==> src/hw/tsrs_pkg.sv <==
package tsrs_pkg;

   // Register selector codes, as held in the pointer.
   localparam logic [1:0] PTR_MEASURED = 2'h0;
   localparam logic [1:0] PTR_SETTINGS = 2'h1;
   localparam logic [1:0] PTR_LOWER    = 2'h2;
   localparam logic [1:0] PTR_UPPER    = 2'h3;

   // Field positions within the settings byte.
   localparam int SHUTDOWN_CTL_BIT     = 0;
   localparam int ALERT_TYPE_BIT       = 1;
   localparam int OUTPUT_LEVEL_SEL_BIT = 2;
   localparam int FAULT_COUNT_LO_BIT   = 3;
   localparam int FAULT_COUNT_HI_BIT   = 4;

   // Writable bits of the settings byte; bit 7 is reserved read-only.
   localparam logic [7:0] SETTINGS_WR_MASK = 8'h7F;
   localparam logic [7:0] SETTINGS_RESET   = 8'h00;

   // Temperature word layout.
   localparam int TEMP_WIDTH  = 9;
   localparam int TEMP_TOP    = 15;
   localparam int TEMP_BOTTOM = 7;

   // Reset values of the words.
   localparam logic [15:0] MEASURED_RESET = 16'h0000;
   localparam logic [15:0] UPPER_RESET    = 16'h5000;
   localparam logic [15:0] LOWER_RESET    = 16'h4B00;

   // Fault count thresholds for codes 00, 01, 10 and 11.
   localparam logic [2:0] FAULTS_CODE0 = 3'h1;
   localparam logic [2:0] FAULTS_CODE1 = 3'h2;
   localparam logic [2:0] FAULTS_CODE2 = 3'h4;
   localparam logic [2:0] FAULTS_CODE3 = 3'h6;

   // Register access request from the serial engine.
   typedef struct packed
   {
      logic        wr;
      logic        rd;
      logic [1:0]  sel;
      logic [15:0] wdata;
   } tsrs_req_s;

   // Conversion result from the converter.
   typedef struct packed
   {
      logic                  done;
      logic [TEMP_WIDTH-1:0] value;
   } tsrs_conv_s;

endpackage

==> src/hw/tsrs_fault_count.sv <==
`timescale 1ns/1ps
// Counts consecutive threshold violations and flags when the
// programmed number is reached.
module tsrs_fault_count
   import tsrs_pkg::*;
(
   // Clock and reset.
   input  wire logic       mclk_i,
   input  wire logic       rst_b_i,
   // Sample stream.
   input  wire logic       sample_i,
   input  wire logic       hit_i,
   input  wire logic       clear_i,
   input  wire logic [1:0] code_i,
   // Result.
   output logic            reached_o
);

   logic [2:0] count;
   logic [2:0] next_count;
   logic [2:0] need;

   // Translates the fault count code into the run length needed.
   always_comb
   begin
      unique case (code_i)
         2'h0: need = FAULTS_CODE0;
         2'h1: need = FAULTS_CODE1;
         2'h2: need = FAULTS_CODE2;
         2'h3: need = FAULTS_CODE3;
      endcase
   end

   // A miss restarts the run; the count saturates at the need.
   always_comb
   begin
      next_count = count;
      if (clear_i)
         next_count = 3'h0;
      else if (sample_i && !hit_i)
         next_count = 3'h0;
      else if (sample_i && count < need)
         next_count = count + 3'h1;
   end

   // Run length register.
   always_ff @(posedge mclk_i or negedge rst_b_i)
   begin
      if (!rst_b_i)
         count <= 3'h0;
      else
         count <= next_count;
   end

   // Reached counts the sample now being taken, so a miss can never
   // complete a run that an earlier hit had filled.
   assign reached_o = (next_count >= need);

endmodule

==> src/hw/tsrs_limit_cmp.sv <==
`timescale 1ns/1ps
// Signed compare of a 9-bit temperature against the top bits of
// a trip word; the low bits of the word are ignored.
module tsrs_limit_cmp
   import tsrs_pkg::*;
(
   // Operands.
   input  wire logic [TEMP_WIDTH-1:0] temp_i,
   input  wire logic [15:0]           limit_i,
   // Results.
   output logic                       above_o,
   output logic                       below_o
);

   logic signed [TEMP_WIDTH-1:0] t;
   logic signed [TEMP_WIDTH-1:0] l;

   // Only bits 15 down to 7 take part.
   assign t = temp_i;
   assign l = limit_i[TEMP_TOP:TEMP_BOTTOM];
   assign above_o = (t > l);
   assign below_o = (t < l);

endmodule

==> src/hw/tsrs_regs.sv <==
`timescale 1ns/1ps
// Contract
// - Settings bits writable except reserved bit 7.
// - Settings register clears to zero at reset.
// - Shutdown, alert type, polarity, fault count positions.
// - Alert type 0 comparator, 1 interrupt.
// - Fault codes need 1, 2, 4, 6 violations.
// - Shutdown finishes conversion, clears interrupt alarm.
// - Interrupt alarm cleared by read or shutdown.
// - Temperatures are 9-bit, half-degree two's complement.
// - Measured value read-only, refreshed per conversion.
// - Measured value readable at any time.
// - Compare buffer always loads; readable copy skipped during a read.
// - Alarm evaluation ignores bus traffic.
// - Conversion during read keeps previous value.
// - Sign bit 15, top bit 14, bottom 7.
// - Measured value clears to zero at reset.
// - Upper trip limit resets to 80 degrees.
// - Lower trip limit resets to 75 degrees.
// - Compare only top nine bits of limits.
module tsrs_regs
   import tsrs_pkg::*;
(
   // Clock and reset.
   input  wire logic                mclk_i,
   input  wire logic                rst_b_i,
   // Register access from the serial engine.
   input  wire tsrs_pkg::tsrs_req_s req_i,
   input  wire logic                rd_busy_i,
   output logic [15:0]              rdata_o,
   // Converter side.
   input  wire tsrs_pkg::tsrs_conv_s conv_i,
   output logic                     conv_run_o,
   // Alarm pin, open drain; enable low drives the pin low.
   output logic                     alarm_out_o,
   output logic                     alarm_out_oe_b_o,
   // Settings and state visible to the core.
   output logic [7:0]               settings_o,
   output logic                     standby_o
);

   // Writes a settings byte keeping the reserved bit at zero.
   function automatic logic [7:0] settings_merge(input logic [7:0] w);
      settings_merge = w & SETTINGS_WR_MASK;
   endfunction

   // Places a 9-bit temperature into the 16-bit word layout.
   function automatic logic [15:0] temp_word(
      input logic [TEMP_WIDTH-1:0] v);
      temp_word = {v, {TEMP_BOTTOM{1'b0}}};
   endfunction

   // Register state.
   logic [7:0]            settings;
   logic [7:0]            next_settings;
   logic [15:0]           measured_value;
   logic [15:0]           next_measured_value;
   logic [15:0]           upper_trip_limit;
   logic [15:0]           next_upper_trip_limit;
   logic [15:0]           lower_trip_limit;
   logic [15:0]           next_lower_trip_limit;
   logic [TEMP_WIDTH-1:0] cmp_buf;
   logic [TEMP_WIDTH-1:0] next_cmp_buf;
   logic                  cmp_fresh;
   logic                  next_cmp_fresh;
   logic [15:0]           rdata;
   logic [15:0]           next_rdata;

   // Alarm state.
   logic alarm_active;
   logic next_alarm_active;
   logic armed_high;
   logic next_armed_high;
   logic standby;
   logic next_standby;
   logic next_alarm_pin;

   // Field views of the settings byte.
   logic       shutdown_ctl;
   logic       alert_type;
   logic       output_level_sel;
   logic [1:0] fault_count;

   assign shutdown_ctl     = settings[SHUTDOWN_CTL_BIT];
   assign alert_type       = settings[ALERT_TYPE_BIT];
   assign output_level_sel = settings[OUTPUT_LEVEL_SEL_BIT];
   assign fault_count      = {settings[FAULT_COUNT_HI_BIT],
                              settings[FAULT_COUNT_LO_BIT]};

   // Comparison results and fault runs.
   logic above_upper;
   logic below_upper;
   logic above_lower;
   logic below_lower;
   logic over_hit;
   logic under_hit;
   logic over_reached;
   logic under_reached;
   logic sample;
   logic read_any;
   logic int_clear;

   // The buffer is 9-bit two's complement, half a degree per step.
   tsrs_limit_cmp u_cmp_upper
   (
      .temp_i  (cmp_buf),
      .limit_i (upper_trip_limit),
      .above_o (above_upper),
      .below_o (below_upper)
   );

   // The lower limit only ever ends or starts a run below it.
   tsrs_limit_cmp u_cmp_lower
   (
      .temp_i  (cmp_buf),
      .limit_i (lower_trip_limit),
      .above_o (above_lower),
      .below_o (below_lower)
   );

   // Evaluate once per fresh sample, whatever the bus does.
   assign sample    = cmp_fresh;
   assign over_hit  = above_upper;
   assign under_hit = below_lower;
   assign read_any  = req_i.rd;
   // A held shutdown bit keeps clearing an interrupt alarm.
   assign int_clear = alert_type && (read_any || shutdown_ctl);

   // Each run counter reports on the sample now being taken, so a
   // completed run acts on the edge of its last violation.
   tsrs_fault_count u_run_over
   (
      .mclk_i    (mclk_i),
      .rst_b_i   (rst_b_i),
      .sample_i  (sample),
      .hit_i     (over_hit),
      .clear_i   (1'b0),
      .code_i    (fault_count),
      .reached_o (over_reached)
   );

   tsrs_fault_count u_run_under
   (
      .mclk_i    (mclk_i),
      .rst_b_i   (rst_b_i),
      .sample_i  (sample),
      .hit_i     (under_hit),
      .clear_i   (1'b0),
      .code_i    (fault_count),
      .reached_o (under_reached)
   );

   // Register writes and the conversion capture path.
   always_comb
   begin
      next_settings         = settings;
      next_upper_trip_limit = upper_trip_limit;
      next_lower_trip_limit = lower_trip_limit;
      next_measured_value   = measured_value;
      next_cmp_buf          = cmp_buf;
      next_cmp_fresh        = 1'b0;
      if (req_i.wr)
      begin
         unique case (req_i.sel)
            PTR_SETTINGS:
               next_settings = settings_merge(req_i.wdata[7:0]);
            PTR_UPPER:
               next_upper_trip_limit = req_i.wdata;
            PTR_LOWER:
               next_lower_trip_limit = req_i.wdata;
            // The measured word is read-only; a write is dropped.
            PTR_MEASURED:
               next_measured_value = measured_value;
         endcase
      end
      // Every finished conversion feeds the compare buffer.
      if (conv_i.done)
      begin
         next_cmp_buf   = conv_i.value;
         next_cmp_fresh = 1'b1;
         // The readable copy loads only on a quiet bus; a result that
         // lands inside a read reaches the alarm logic only.
         if (!rd_busy_i)
            next_measured_value = temp_word(conv_i.value);
      end
   end

   // Read data multiplexer, registered; any register at any time.
   // The measured word never waits on the converter.
   always_comb
   begin
      next_rdata = rdata;
      if (req_i.rd)
      begin
         unique case (req_i.sel)
            PTR_MEASURED: next_rdata = measured_value;
            PTR_SETTINGS: next_rdata = {8'h00, settings};
            PTR_UPPER:    next_rdata = upper_trip_limit;
            PTR_LOWER:    next_rdata = lower_trip_limit;
         endcase
      end
   end

   // Alarm behaviour in both modes.
   // A mode change keeps the current alarm state.
   always_comb
   begin
      next_alarm_active = alarm_active;
      next_armed_high   = armed_high;
      if (!alert_type)
      begin
         // Comparator: on above upper, off below lower; between
         // the limits the pin keeps its level.
         next_armed_high = 1'b1;
         if (sample && over_reached)
            next_alarm_active = 1'b1;
         else if (sample && under_reached)
            next_alarm_active = 1'b0;
      end
      else
      begin
         // Interrupt: alternate upper and lower events; clear on
         // read or shutdown.
         // An event beats a clear that falls on the same cycle.
         if (sample && armed_high && over_reached && !alarm_active)
         begin
            next_alarm_active = 1'b1;
            next_armed_high   = 1'b0;
         end
         else if (sample && !armed_high && under_reached
                  && !alarm_active)
         begin
            next_alarm_active = 1'b1;
            next_armed_high   = 1'b1;
         end
         else if (int_clear)
            next_alarm_active = 1'b0;
      end
   end

   // Standby begins after the conversion in progress has finished.
   // The converter run flag drops on the same edge.
   always_comb
   begin
      next_standby = standby;
      if (!shutdown_ctl)
         next_standby = 1'b0;
      else if (conv_i.done)
         next_standby = 1'b1;
   end

   // Pin level follows polarity; with the reset polarity an idle
   // alarm leaves the pin released.
   always_comb
   begin
      next_alarm_pin = output_level_sel ? next_alarm_active
                                        : !next_alarm_active;
   end

   // Register state; every word comes up at its power-up value.
   always_ff @(posedge mclk_i or negedge rst_b_i)
   begin
      if (!rst_b_i)
      begin
         settings         <= SETTINGS_RESET;
         measured_value   <= MEASURED_RESET;
         upper_trip_limit <= UPPER_RESET;
         lower_trip_limit <= LOWER_RESET;
         cmp_buf          <= '0;
         cmp_fresh        <= 1'b0;
         rdata            <= 16'h0000;
      end
      else
      begin
         settings         <= next_settings;
         measured_value   <= next_measured_value;
         upper_trip_limit <= next_upper_trip_limit;
         lower_trip_limit <= next_lower_trip_limit;
         cmp_buf          <= next_cmp_buf;
         cmp_fresh        <= next_cmp_fresh;
         rdata            <= next_rdata;
      end
   end

   // Alarm state; the alarm comes up idle and armed for the upper limit.
   always_ff @(posedge mclk_i or negedge rst_b_i)
   begin
      if (!rst_b_i)
      begin
         alarm_active <= 1'b0;
         armed_high   <= 1'b1;
         standby      <= 1'b0;
      end
      else
      begin
         alarm_active <= next_alarm_active;
         armed_high   <= next_armed_high;
         standby      <= next_standby;
      end
   end

   // Output enable low pulls the open-drain pin low; the data
   // level stays low so only the enable ever moves.
   logic alarm_oe_b;
   logic next_alarm_oe_b;
   logic alarm_data;
   logic next_alarm_data;
   logic conv_run;
   logic next_conv_run;

   always_comb
   begin
      next_alarm_oe_b = next_alarm_pin;
      next_alarm_data = 1'b0;
      next_conv_run   = !next_standby;
   end

   // Pin drivers and the run flag, each straight from a flop.
   always_ff @(posedge mclk_i or negedge rst_b_i)
   begin
      if (!rst_b_i)
      begin
         alarm_oe_b <= 1'b1;
         alarm_data <= 1'b0;
         conv_run   <= 1'b1;
      end
      else
      begin
         alarm_oe_b <= next_alarm_oe_b;
         alarm_data <= next_alarm_data;
         conv_run   <= next_conv_run;
      end
   end

   assign rdata_o          = rdata;
   assign alarm_out_o      = alarm_data;
   assign alarm_out_oe_b_o = alarm_oe_b;
   assign settings_o       = settings;
   assign standby_o        = standby;
   assign conv_run_o       = conv_run;

endmodule

==> config.mk <==
export PLATFORM = sky130hd
export DESIGN_NAME = tsrs_regs
export DESIGN_NICKNAME = d
export VERILOG_FILES = /design/src/hw/tsrs_pkg.sv /design/src/hw/tsrs_fault_count.sv /design/src/hw/tsrs_limit_cmp.sv /design/src/hw/tsrs_regs.sv
export SDC_FILE = /design/constraint.sdc
export NUM_CORES = 1
export LEC_CHECK = 0
export ABC_AREA = 1
export BUFFER_PORTS_ARGS = -buffer_cell sky130_fd_sc_hd__buf_2
export CAP_MARGIN = 20
export CORE_MARGIN = 4
export CORE_UTILIZATION = 35
export CTS_CLUSTER_DIAMETER = 80
export DETAILED_ROUTE_END_ITERATION = 16
export REMOVE_ABC_BUFFERS = 1
export SETUP_SLACK_MARGIN = 0.05
export SYNTH_ARGS = -nofsm -noshare
export SYNTH_HDL_FRONTEND = slang
export SYNTH_SLANG_ARGS = --single-unit
==> constraint.sdc <==
create_clock -name mclk_i -period 2.8 [get_ports mclk_i]
set_clock_uncertainty 0.05 [all_clocks]
set_input_delay 0.28 -clock mclk_i [delete_from_list [all_inputs] [get_ports mclk_i]]
set_output_delay 0.28 -clock mclk_i [all_outputs]
set_load 0.1 [all_outputs]
# Yosys cells after proc, flatten, opt, wreduce, memory -nomap -nowiden
# Cells that the tools add are included.
# W data, S select, Z words.
dict set report totals {
  regBits 85
  inputBits 33
}
dict set report op_classes {
  n_addsub 2
  order_cmp 6
  n_eq_ne 7
  mux 19
  bitwise 1
  n_reduce_logical 26
}
# op count
set ops {}
lappend ops {{$pmux W16 S4} 1}
lappend ops {{$logic_and A1 B1 Y1} 13}
lappend ops {{$mux W1} 13}
lappend ops {{$mux W3} 4}
lappend ops {{$pmux W3 S4} 1}
lappend ops {{$gt A9 B9 Y1} 1}
lappend ops {{$lt A9 B9 Y1} 1}
lappend ops {{$eq A2 B2 Y1 const B} 4}
lappend ops {{$reduce_and A2 Y1} 4}
lappend ops {{$add A3 B1 Y3 const B} 2}
lappend ops {{$ge A3 B3 Y1} 2}
lappend ops {{$logic_not A1 Y1} 6}
lappend ops {{$lt A3 B3 Y1} 2}
lappend ops {{$eq A2 B1 Y1 const B} 2}
lappend ops {{$logic_not A2 Y1} 2}
lappend ops {{$ne A3 B1 Y1 const B} 1}
lappend ops {{$logic_or A1 B1 Y1} 1}
lappend ops {{$not A1 Y1} 1}

# Longest topological paths before layout
# Gate-level depths: netlist of the first run.
dict set report logic_depth {
  ltp_word 14
  mapped_depth 21
}

# Hierarchy
# A second synthesis of the first run with hierarchy kept.
dict set report unflattened {
  cells_unflattened 542
  hier_area_um2 4743.3
}
# mod instances cells_per_inst area_each_um2
set by_module_without_submodules {}
lappend by_module_without_submodules {tsrs_regs 1 350 3462.1}
lappend by_module_without_submodules {tsrs_fault_count 2 47 342.8}
lappend by_module_without_submodules {{tsrs_limit_cmp (u_cmp_upper)} 1 49 300.3}
lappend by_module_without_submodules {{tsrs_limit_cmp (u_cmp_lower)} 1 49 295.3}

# Worst setup path after synthesis of the first run
# No wires, ideal clock.
dict set report synth_timing {
  kind {reg2reg}
  from {register settings[4], in the netlist settings_o[4]}
  to {register alarm_oe_b, in the netlist alarm_out_oe_b_o}
  setup_time_ps 79
  arrival_time_ps 2938
  setup_slack_ps -267
  path_stages_with_launch 17
  path_buffers 0
  period_less_slack_ps 3067
  path_cell_list {dfrtp_1 -> inv_1 -> ha_1 -> a21oi_1 -> nand3_2 -> o21ai_1 -> inv_1 -> nand2_1 -> inv_1 -> ha_1 -> nand2_1 -> o21ai_0 -> nand3_1 -> nand3b_1 -> nand2_1 -> nand2_1 -> nand2_1}
}
dict set report synth_via {
  word_cells_on_any_way 28
  classes_between {4 x order compare; 3 x eq/ne; 11 x mux; 10 x reduce/logical}
}
# item line
set synth_lines {}
lappend synth_lines {{from (decl)} tsrs_regs.sv:54} ;# logic [7:0] settings;
lappend synth_lines {{from (signal assigned)} tsrs_regs.sv:275} ;# settings <= next_settings;
lappend synth_lines {{$eq A2 B2 Y1 (tied with other cells)} tsrs_fault_count.sv:26} ;# unique case (code_i)
lappend synth_lines {{$pmux W3 S4 *} tsrs_fault_count.sv:26}
lappend synth_lines {{$lt A3 B3 Y1 *} tsrs_fault_count.sv:42} ;# else if (sample_i && count < need)
lappend synth_lines {{$logic_and A1 B1 Y1 *} tsrs_fault_count.sv:42}
lappend synth_lines {{$mux W3 *} tsrs_fault_count.sv:42}
lappend synth_lines {{$mux W3 *} tsrs_fault_count.sv:40} ;# else if (sample_i && !hit_i)
lappend synth_lines {{net u_run_over.next_count[2]} tsrs_fault_count.sv:20} ;# logic [2:0] next_count;
lappend synth_lines {{$ge A3 B3 Y1 *} tsrs_fault_count.sv:57} ;# assign reached_o = (next_count >= need);
lappend synth_lines {{$logic_and A1 B1 Y1 (2 in series)} tsrs_regs.sv:225} ;# if (sample && armed_high && over_reached && !alarm_active)
lappend synth_lines {{$mux W1} tsrs_regs.sv:225}
lappend synth_lines {{$mux W1 *} tsrs_regs.sv:210} ;# if (!alert_type)
lappend synth_lines {{$logic_not A1 Y1} tsrs_regs.sv:257} ;# : !next_alarm_active;
lappend synth_lines {{$mux W1 *} tsrs_regs.sv:256} ;# next_alarm_pin = output_level_sel ? next_alarm_active
lappend synth_lines {{net next_alarm_oe_b} tsrs_regs.sv:305} ;# logic next_alarm_oe_b;
lappend synth_lines {{to (signal assigned)} tsrs_regs.sv:329} ;# alarm_oe_b <= next_alarm_oe_b;
lappend synth_lines {{to (decl)} tsrs_regs.sv:304} ;# logic alarm_oe_b;
# The timed path passes the listed nets; every way through them passes the cells marked *.
# A chain may end at the register's enable or synchronous reset.

# Final worst setup path of the first run
dict set report layout_timing {
  from {register lower_trip_limit[14]}
  to {register alarm_oe_b, in the netlist alarm_out_oe_b_o}
}
dict set report layout_via {
  elab_chain_len 12
  word_cells_on_any_way 15
  classes_between {2 x order compare; 7 x mux; 6 x reduce/logical}
}
# item line
set layout_rtl {}
lappend layout_rtl {{from (decl)} tsrs_regs.sv:60} ;# logic [15:0] lower_trip_limit;
lappend layout_rtl {{from (signal assigned)} tsrs_regs.sv:278} ;# lower_trip_limit <= next_lower_trip_limit;
lappend layout_rtl {{$lt A9 B9 Y1 *} tsrs_limit_cmp.sv:22} ;# assign below_o = (t < l);
lappend layout_rtl {{$logic_not A1 Y1 *} tsrs_fault_count.sv:40}
lappend layout_rtl {{$logic_and A1 B1 Y1 *} tsrs_fault_count.sv:40}
lappend layout_rtl {{$mux W3 *} tsrs_fault_count.sv:40}
lappend layout_rtl {{net u_run_under.next_count[2]} tsrs_fault_count.sv:20}
lappend layout_rtl {{$ge A3 B3 Y1 *} tsrs_fault_count.sv:57}
lappend layout_rtl {{$logic_and A1 B1 Y1} tsrs_regs.sv:230} ;# else if (sample && !armed_high && under_reached
lappend layout_rtl {{$logic_and A1 B1 Y1} tsrs_regs.sv:231} ;# && !alarm_active)
lappend layout_rtl {{$mux W1} tsrs_regs.sv:230}
lappend layout_rtl {{$mux W1} tsrs_regs.sv:225}
lappend layout_rtl {{$mux W1 *} tsrs_regs.sv:210}
lappend layout_rtl {{$logic_not A1 Y1} tsrs_regs.sv:257}
lappend layout_rtl {{$mux W1 *} tsrs_regs.sv:256}
lappend layout_rtl {{net next_alarm_oe_b} tsrs_regs.sv:305}
# Marked as above.

==> metrics.cfg, run 1 <==
[clock_tree]
numCtsBuffers = 9
htree_levels = 3
root_buffer = clkbuf_16
clock_latency_ps = 330
clockBufferDepth = 2
cts.sinks = 85
cts_tree = yes
post_cts_buffers = 0
clk_pin_slew_ps = 60

[yosys]
synth_xor_area_frac = 0.00784
synth_warnings = 0
syn-cell-area_mm2 = 0.00447
synth_compound_area_frac = 0.140
synth_seq_area_share = 0.479
syn-instance-count = 522
netlist.top_cell.by_area = dfrtp_1
yosysUniqueCellTypes = 30
syn_area_per_cell_um2 = 8.56
synthTopCellsByArea = dfrtp_1, nand2_1, ha_1, inv_1, o21ai_2
yosys.area_share.simple = 0.192
synth_top_area_share = 0.426
synth_top_family_by_area = simple AND/OR/NAND/NOR gates
synth_seq_cells = 85
synth_mux_area_frac = 0.00252
synth-adder-area-share = 0.0812

[setup_path]
crit_required_ps = 3020
r2r_setup_slack_ps = 220
crit_path_frequent_cell = nand2_1
slowest_stage = dfstp_2
r2r_cells = 18
start_kind = register
crit_chain = inv_1 > ha_1 > nand2_1 > inv_1 > a21oi_2 > nand3_1 > nand2_1 > nand3_2 > nand2_2 > inv_2 > ha_4 > nand2_1 > o21ai_2 > nand3_2 > nand3b_1 > nand2_1 > nand2_1 > nand2_1
crit_arrival_ps = 2800
crit_path_max_incr_delay_ps = 520
critical_path_depth = 18
cp_max_fo = 3
cp.buffers_inverters = 3
reg2reg_from = lower_trip_limit[14]$_DFFE_PN1P_
reg2reg_to = alarm_out_oe_b_o$_DFF_PN1_
crit_family = simple AND/OR/NAND/NOR gates
crit_type = reg2reg
end_kind = register

[min_path]
holdCritStartpoint = conv_i[4]
min_path_type = in2reg
hold_end = cmp_buf[4]$_DFFE_PN0P_
worstHoldPathCells = 3

[global_route]
grt-ovfl-total = 0
grt_pass1_vias = 3451
grt_start_max_net_pins = 86
grt_pass1_wl_mm = 16.8
grt_usage = 0.144
antenna_found_initial = 0

[routing]
wl_mm = 10.0
viasPerCell = 4.68
vias = 3534
final_antenna_net_count = 0
drtPass1Iterations = 5
routedWlPerCell_um = 13.3
first_iter_violations = 188
drc = 0

[timing]
rsz0062_at_grt = no
hold_viol_final = 0
setup_tns_ps = 0
setup_slack_ps = 216
setup_viol = 0
fmax_mhz = 387
worst_pin_slew_ps = 734
period_needed_ps = 2580
slew_headroom = 0.509
finalCritPeriodShare = 0.923
drv_slew = 0

[cells_and_area]
drive_above_1_share = 0.254
area_growth_pct = 19.2
fillers = 1238
fin_nets = 640
final_cell_area_mm2 = 0.00532
antenna_cells = 0

[power]
netSwitchingPower_w = 0.00173
p_comb_frac = 0.355
leakagePower_nw = 2.79
vdd_ir_drop_max_v = 0.000329
p_sw_frac = 0.387
powerDensity_mw_per_mm2 = 842
internal_power_w = 0.00275
p_seq_frac = 0.358
power_frac_clock = 0.288

[floorplanning]
ios = 61
start_util = 0.356
core_mm2 = 0.0126
die_area_mm2 = 0.0146
die_h_um = 121
rows = 41
die_w_um = 121

[placement]
place.gp.congestion = 0.870
io_buffers = 58
place_area_mm2 = 0.00488
dp_slack_ps = 106
dp_hpwl_mm = 7.16

[run_status]
outcome = finished, final reports clean

[run]
maxCapViolations = 0

-- final cells by class --
cell class              instances  area, µm²  share of cell area
clock inverters                 3       67.6              0.0127
inverters                      82        315              0.0592
flip-flops and latches         85       2140               0.402
repair buffers                 60        323              0.0606
clock buffers                  13        260              0.0489
well taps                     172        215              0.0404
multi-input cells             340       2000               0.376
-- cell usage in the layout (no fill, tap or decap), drive strengths merged, types with 2 or more instances in the layout --
master and instances:
nand2 160, inv 81, dfrtp 76, o21ai 63
buf 59, ha 29, a21oi 27, nor2 21
nand3 20, clkbuf 13, dfstp 9, o22ai 8
xor2 4, nand4 2, nand3b 2, conb 2
bufinv 2
-- power groups by stage --
stage          combinational, W  clock (W)  sequential [W]
2_1_floorplan          0.000745          0         0.00204
3_3_place_gp            0.00145          0         0.00161
3_5_place_dp            0.00150          0         0.00162
4_1_cts                 0.00151    0.00132         0.00160
5_1_grt                 0.00176    0.00137         0.00163
6_report                0.00159    0.00129         0.00160
-- worst max-delay path by stage --
stage / slack (ps) / endpoint / startpoint
6_report: 220 / alarm_out_oe_b_o$_DFF_PN1_ / lower_trip_limit[14]$_DFFE_PN1P_
3_3_place_gp: 190 / alarm_out_oe_b_o$_DFF_PN1_ / settings_o[4]$_DFFE_PN0P_
2_1_floorplan: -270 / alarm_out_oe_b_o$_DFF_PN1_ / settings_o[4]$_DFFE_PN0P_
3_5_place_dp: 110 / alarm_out_oe_b_o$_DFF_PN1_ / settings_o[4]$_DFFE_PN0P_
4_1_cts: 100 / alarm_out_oe_b_o$_DFF_PN1_ / settings_o[4]$_DFFE_PN0P_
5_1_grt: 40 / alarm_out_oe_b_o$_DFF_PN1_ / upper_trip_limit[14]$_DFFE_PN1P_
-- kinds of logic (layout without fill, tap and decap cells) --
logic type | count (synthesis) | count (layout)
AO/OA/AOI/OAI | 99 | 99
XOR/XNOR | 4 | 4
adder cells (fa/ha/maj) | 29 | 29
buffers and inverters | 98 | 158
flip-flops | 85 | 85
multiplexers | 1 | 1
other | 1 | 2
AND/OR/NAND/NOR | 205 | 205
-- sequential cells by signal, indices dropped and copies added (netlist names) --
register and count:
measured_value 9, alarm_out_oe_b_o 1, u_run_over.count 3, standby_o 1
cmp_buf 9, armed_high 1, rdata_o 16, alarm_active 1
cmp_fresh 1, settings_o 7, upper_trip_limit 16, conv_run_o 1
lower_trip_limit 16, u_run_under.count 3
-- synth_stat cells --
library cell / n
nand2_2: 1
conb_1: 1
nand2_4: 4
nor2_4: 1
mux2_2: 1
xor2_1: 4
buf_2: 4
a31oi_1: 1
buf_1: 1
clkbuf_1: 3
a21oi_1: 27
clkinv_4: 1
inv_4: 1
nand2_1: 155
ha_1: 29
nor2_1: 20
buf_4: 2
dfstp_2: 9
buf_6: 6
o21ai_1: 20
o21ai_0: 11
dfrtp_1: 76
inv_1: 78
o21ai_2: 32
o22ai_1: 8
nand4_1: 2
nand3_1: 18
inv_2: 2
nand3b_1: 2
nand3_2: 2
-- worst reg2reg max path: cells and delay by family, from the launching register on --
| kind | cells | cell delay [ps] |
|---|---|---|
| AOI/OAI and AO/OA | 2 | 280 |
| and+or+nand+nor | 11 | 970 |
| DFF | 1 | 520 |
| adders and majority gates | 2 | 550 |
| buffers and inverters | 3 | 170 |
-- what timing repair did --
item / in CTS / in global routing
resized for setup: 0 / 23
setup endpoints to repair: 0 / 3
endpoints found under the hold margin: 76 / 0
hold buffers: 1 / 0
-- per-layer routing --
metal  global-route usage  up-vias  routed length, µm
met2                0.235       73               4760
li1                     -     1770                  -
met4               0.0460        0                137
met5                    0        -                  0
met3               0.0336       10                406
met1                0.188     1681               4720
-- stage by stage --
step / util / hold WS [ps] / cells / power, W
floorplan: - / -65.6 / 507 / 0.00278
global placement: 0.388 / 302 / 738 / 0.00306
detailed placement: 0.388 / 308 / 738 / 0.00312
CTS: 0.415 / 138 / 755 / 0.00442
global route: 0.424 / 148 / 755 / 0.00477
finish: 0.424 / 151 / 755 / 0.00448
No activity file was read; power rests on OpenSTA's default activity.
==> run 2, diff against run 1 <==
--- a/config.mk
+++ b/config.mk
@@ -5,7 +5,6 @@
 export SDC_FILE = /design/constraint.sdc
 export NUM_CORES = 1
 export LEC_CHECK = 0
-export ABC_AREA = 1
 export BUFFER_PORTS_ARGS = -buffer_cell sky130_fd_sc_hd__buf_2
 export CAP_MARGIN = 20
 export CORE_MARGIN = 4
==> metrics.cfg, run 2 <==
[cells_and_area]
area_growth_pct = 21.6
antenna_cells = 0
multi_input_area_mm2 = 0.00204
layout_common_cells = dfrtp_1, mux2_2, buf_2, ha_1, a21oi_1
regArea_mm2 = 0.00214
drive_above_1_share = 0.420
final_common_cell = dfrtp_1
fin_nets = 498
layout.cells.non_filler = 588
fillers = 1103

[global_route]
grt_pass1_vias = 3195
grt-ovfl-total = 0
grt_start_max_net_pins = 86
grt_usage = 0.145
grt_pass1_wl_mm = 16.2
antenna_found_initial = 0

[timing]
fmax_mhz = 334
period_needed_ps = 2990
setup_slack_ps = -191
rsz0062_at_grt = yes
drv_slew = 0
worst_pin_slew_ps = 628
setup_viol = 3
hold_viol_final = 0
slew_headroom = 0.582
holdWs_ps = 137
finalCritPeriodShare = 1.07

[yosys]
yosysUniqueCellTypes = 46
syn_area_per_cell_um2 = 11.7
synth_seq_area_share = 0.501
ys_top_cells_by_count = dfrtp_1, mux2_2, ha_1
synth_top_area_share = 0.446
synthTopCellsByArea = dfrtp_1, mux2_2, ha_1, dfstp_2, a21oi_1
synthArstFlopShare = 1.00
synth_ff_type = dfrtp_1
syn-instance-count = 365
synth_seq_cells = 85
syn-cell-area_mm2 = 0.00427
netlist.top_cell.by_area = dfrtp_1
synth_warnings = 0
synth.most_common_cell = dfrtp_1
synth_edf_count = 0

[routing]
viasPerCell = 5.03
drtPass1Iterations = 5
wl_mm = 9.50
final_antenna_net_count = 0
routedWlPerCell_um = 16.2
drc = 0
vias = 2958
first_iter_violations = 106

[power]
powerDensity_mw_per_mm2 = 864
power.total_w = 0.00448
vdd_ir_drop_max_v = 0.000358
leakagePower_nw = 2.39

[clock_tree]
cts_tree = yes
clockBufferDepth = 2
cts.sinks = 85
htree_levels = 3
clock_latency_ps = 340
clk_pin_slew_ps = 60
root_buffer = clkbuf_16
numCtsBuffers = 9

[floorplanning]
ios = 61
die_h_um = 118
die_w_um = 118
start_util = 0.357
die_area_mm2 = 0.0140
core_mm2 = 0.0120
rows = 40

[setup_path]
crit_path_max_incr_delay_ps = 560
crit_type = reg2reg
crit_path_frequent_cell = o211ai_1
slowest_stage = dfstp_2
cp_max_fo = 4
crit_chain = inv_2 > ha_4 > nand4_1 > o31ai_2 > nand2_1 > o211ai_4 > nor2_2 > ha_1 > nand2_2 > o211ai_1 > o211ai_1 > a32oi_2 > xnor2_1
start_kind = register
crit_arrival_ps = 3200
end_kind = register
crit_required_ps = 3010

[run]
maxCapViolations = 0

[placement]
placed_cells = 570
dp_hpwl_mm = 6.72
place.gp.congestion = 0.776
io_buffers = 58

[run_status]
outcome = finished, violations left
violations = negative setup slack

[min_path]
min_path_type = in2reg

## run 2: logic make-up after synthesis
group	count (synthesis)	share of synthesized area
buffers and inverters	40	0.0408
other	1	0.000879
and+or+nand+nor	61	0.0701
adders and majority gates	29	0.0850
AOI/OAI and AO/OA	78	0.118
DFF	85	0.501
xor gates and xnor gates	5	0.0103
muxes	66	0.174
## run 2: worst paths after layout
path | from | end | slack, ps | depth (start not counted)
max | upper_trip_limit[12]$_DFFE_PN1P_ | alarm_out_oe_b_o$_DFF_PN1_ | -190 | 13
min | conv_i[2] | cmp_buf[2]$_DFFE_PN0P_ | 140 | 2
max reg2reg | upper_trip_limit[12]$_DFFE_PN1P_ | alarm_out_oe_b_o$_DFF_PN1_ | -190 | 13
min reg2reg | standby_o$_DFF_PN0_ | conv_run_o$_DFF_PN1_ | 430 | 1
max in group asynchronous | rst_b_i | conv_run_o$_DFF_PN1_ | 1820 | 3
min in group asynchronous | rst_b_i | rdata_o[9]$_DFFE_PN0P_ | 450 | 3
## run 2: cell type report
class | instances | share of cell area
Inverter | 23 | 0.0166
Clock buffer | 11 | 0.0468
Tap cell | 147 | 0.0355
Multi-Input combinational cell | 241 | 0.394
Clock inverter | 5 | 0.00965
Timing Repair Buffer | 76 | 0.0854
Sequential cell | 85 | 0.412
## run 2: metrics by stage
| stage | area [µm²] | util | setup TNS, ps | worst slack [ps] |
|---|---|---|---|---|
| 2_1_floorplan | 4180 | - | -1440 | -562 |
| 3_3_place_gp | 4790 | 0.401 | -360 | -163 |
| 3_5_place_dp | 4790 | 0.401 | -560 | -249 |
| 4_1_cts | 5120 | 0.428 | -318 | -195 |
| 5_1_grt | 5190 | 0.434 | -888 | -363 |
| 6_report | 5190 | 0.434 | -388 | -191 |
## run 2: repair_timing
action,4_1_cts,5_1_grt
gates resized for setup,7,13
endpoints found under the hold margin,76,0
hold buffers,1,0
setup buffers,0,1
setup endpoints to repair,3,3
pin swaps,0,10
## run 2: power breakdown
group	internal (W)	total [W]	leakage, nW	switching (W)
Clock	0.000709	0.00118	0.149	0.000472
Combinational	0.000602	0.00166	1.25	0.00106
Sequential	0.00148	0.00164	1.00	0.000155
## run 2: critical path: cells and delay by family (launching register included)
family	cells	cell delay, ps
AO/OA/AOI/OAI	5	1130
flip-flops	1	560
adder cells (fa/ha/maj)	2	550
AND/OR/NAND/NOR	4	430
XOR/XNOR	1	150
buffers and inverters	1	50
## run 2: layer usage
layer  GRT usage  vias to the layer above  part of all wire
met5           0                        -                 0
met4      0.0572                        0             0.017
met3      0.0278                       15             0.027
met2       0.239                       42              0.49
met1       0.188                     1460              0.46
li1            -                     1441                 -
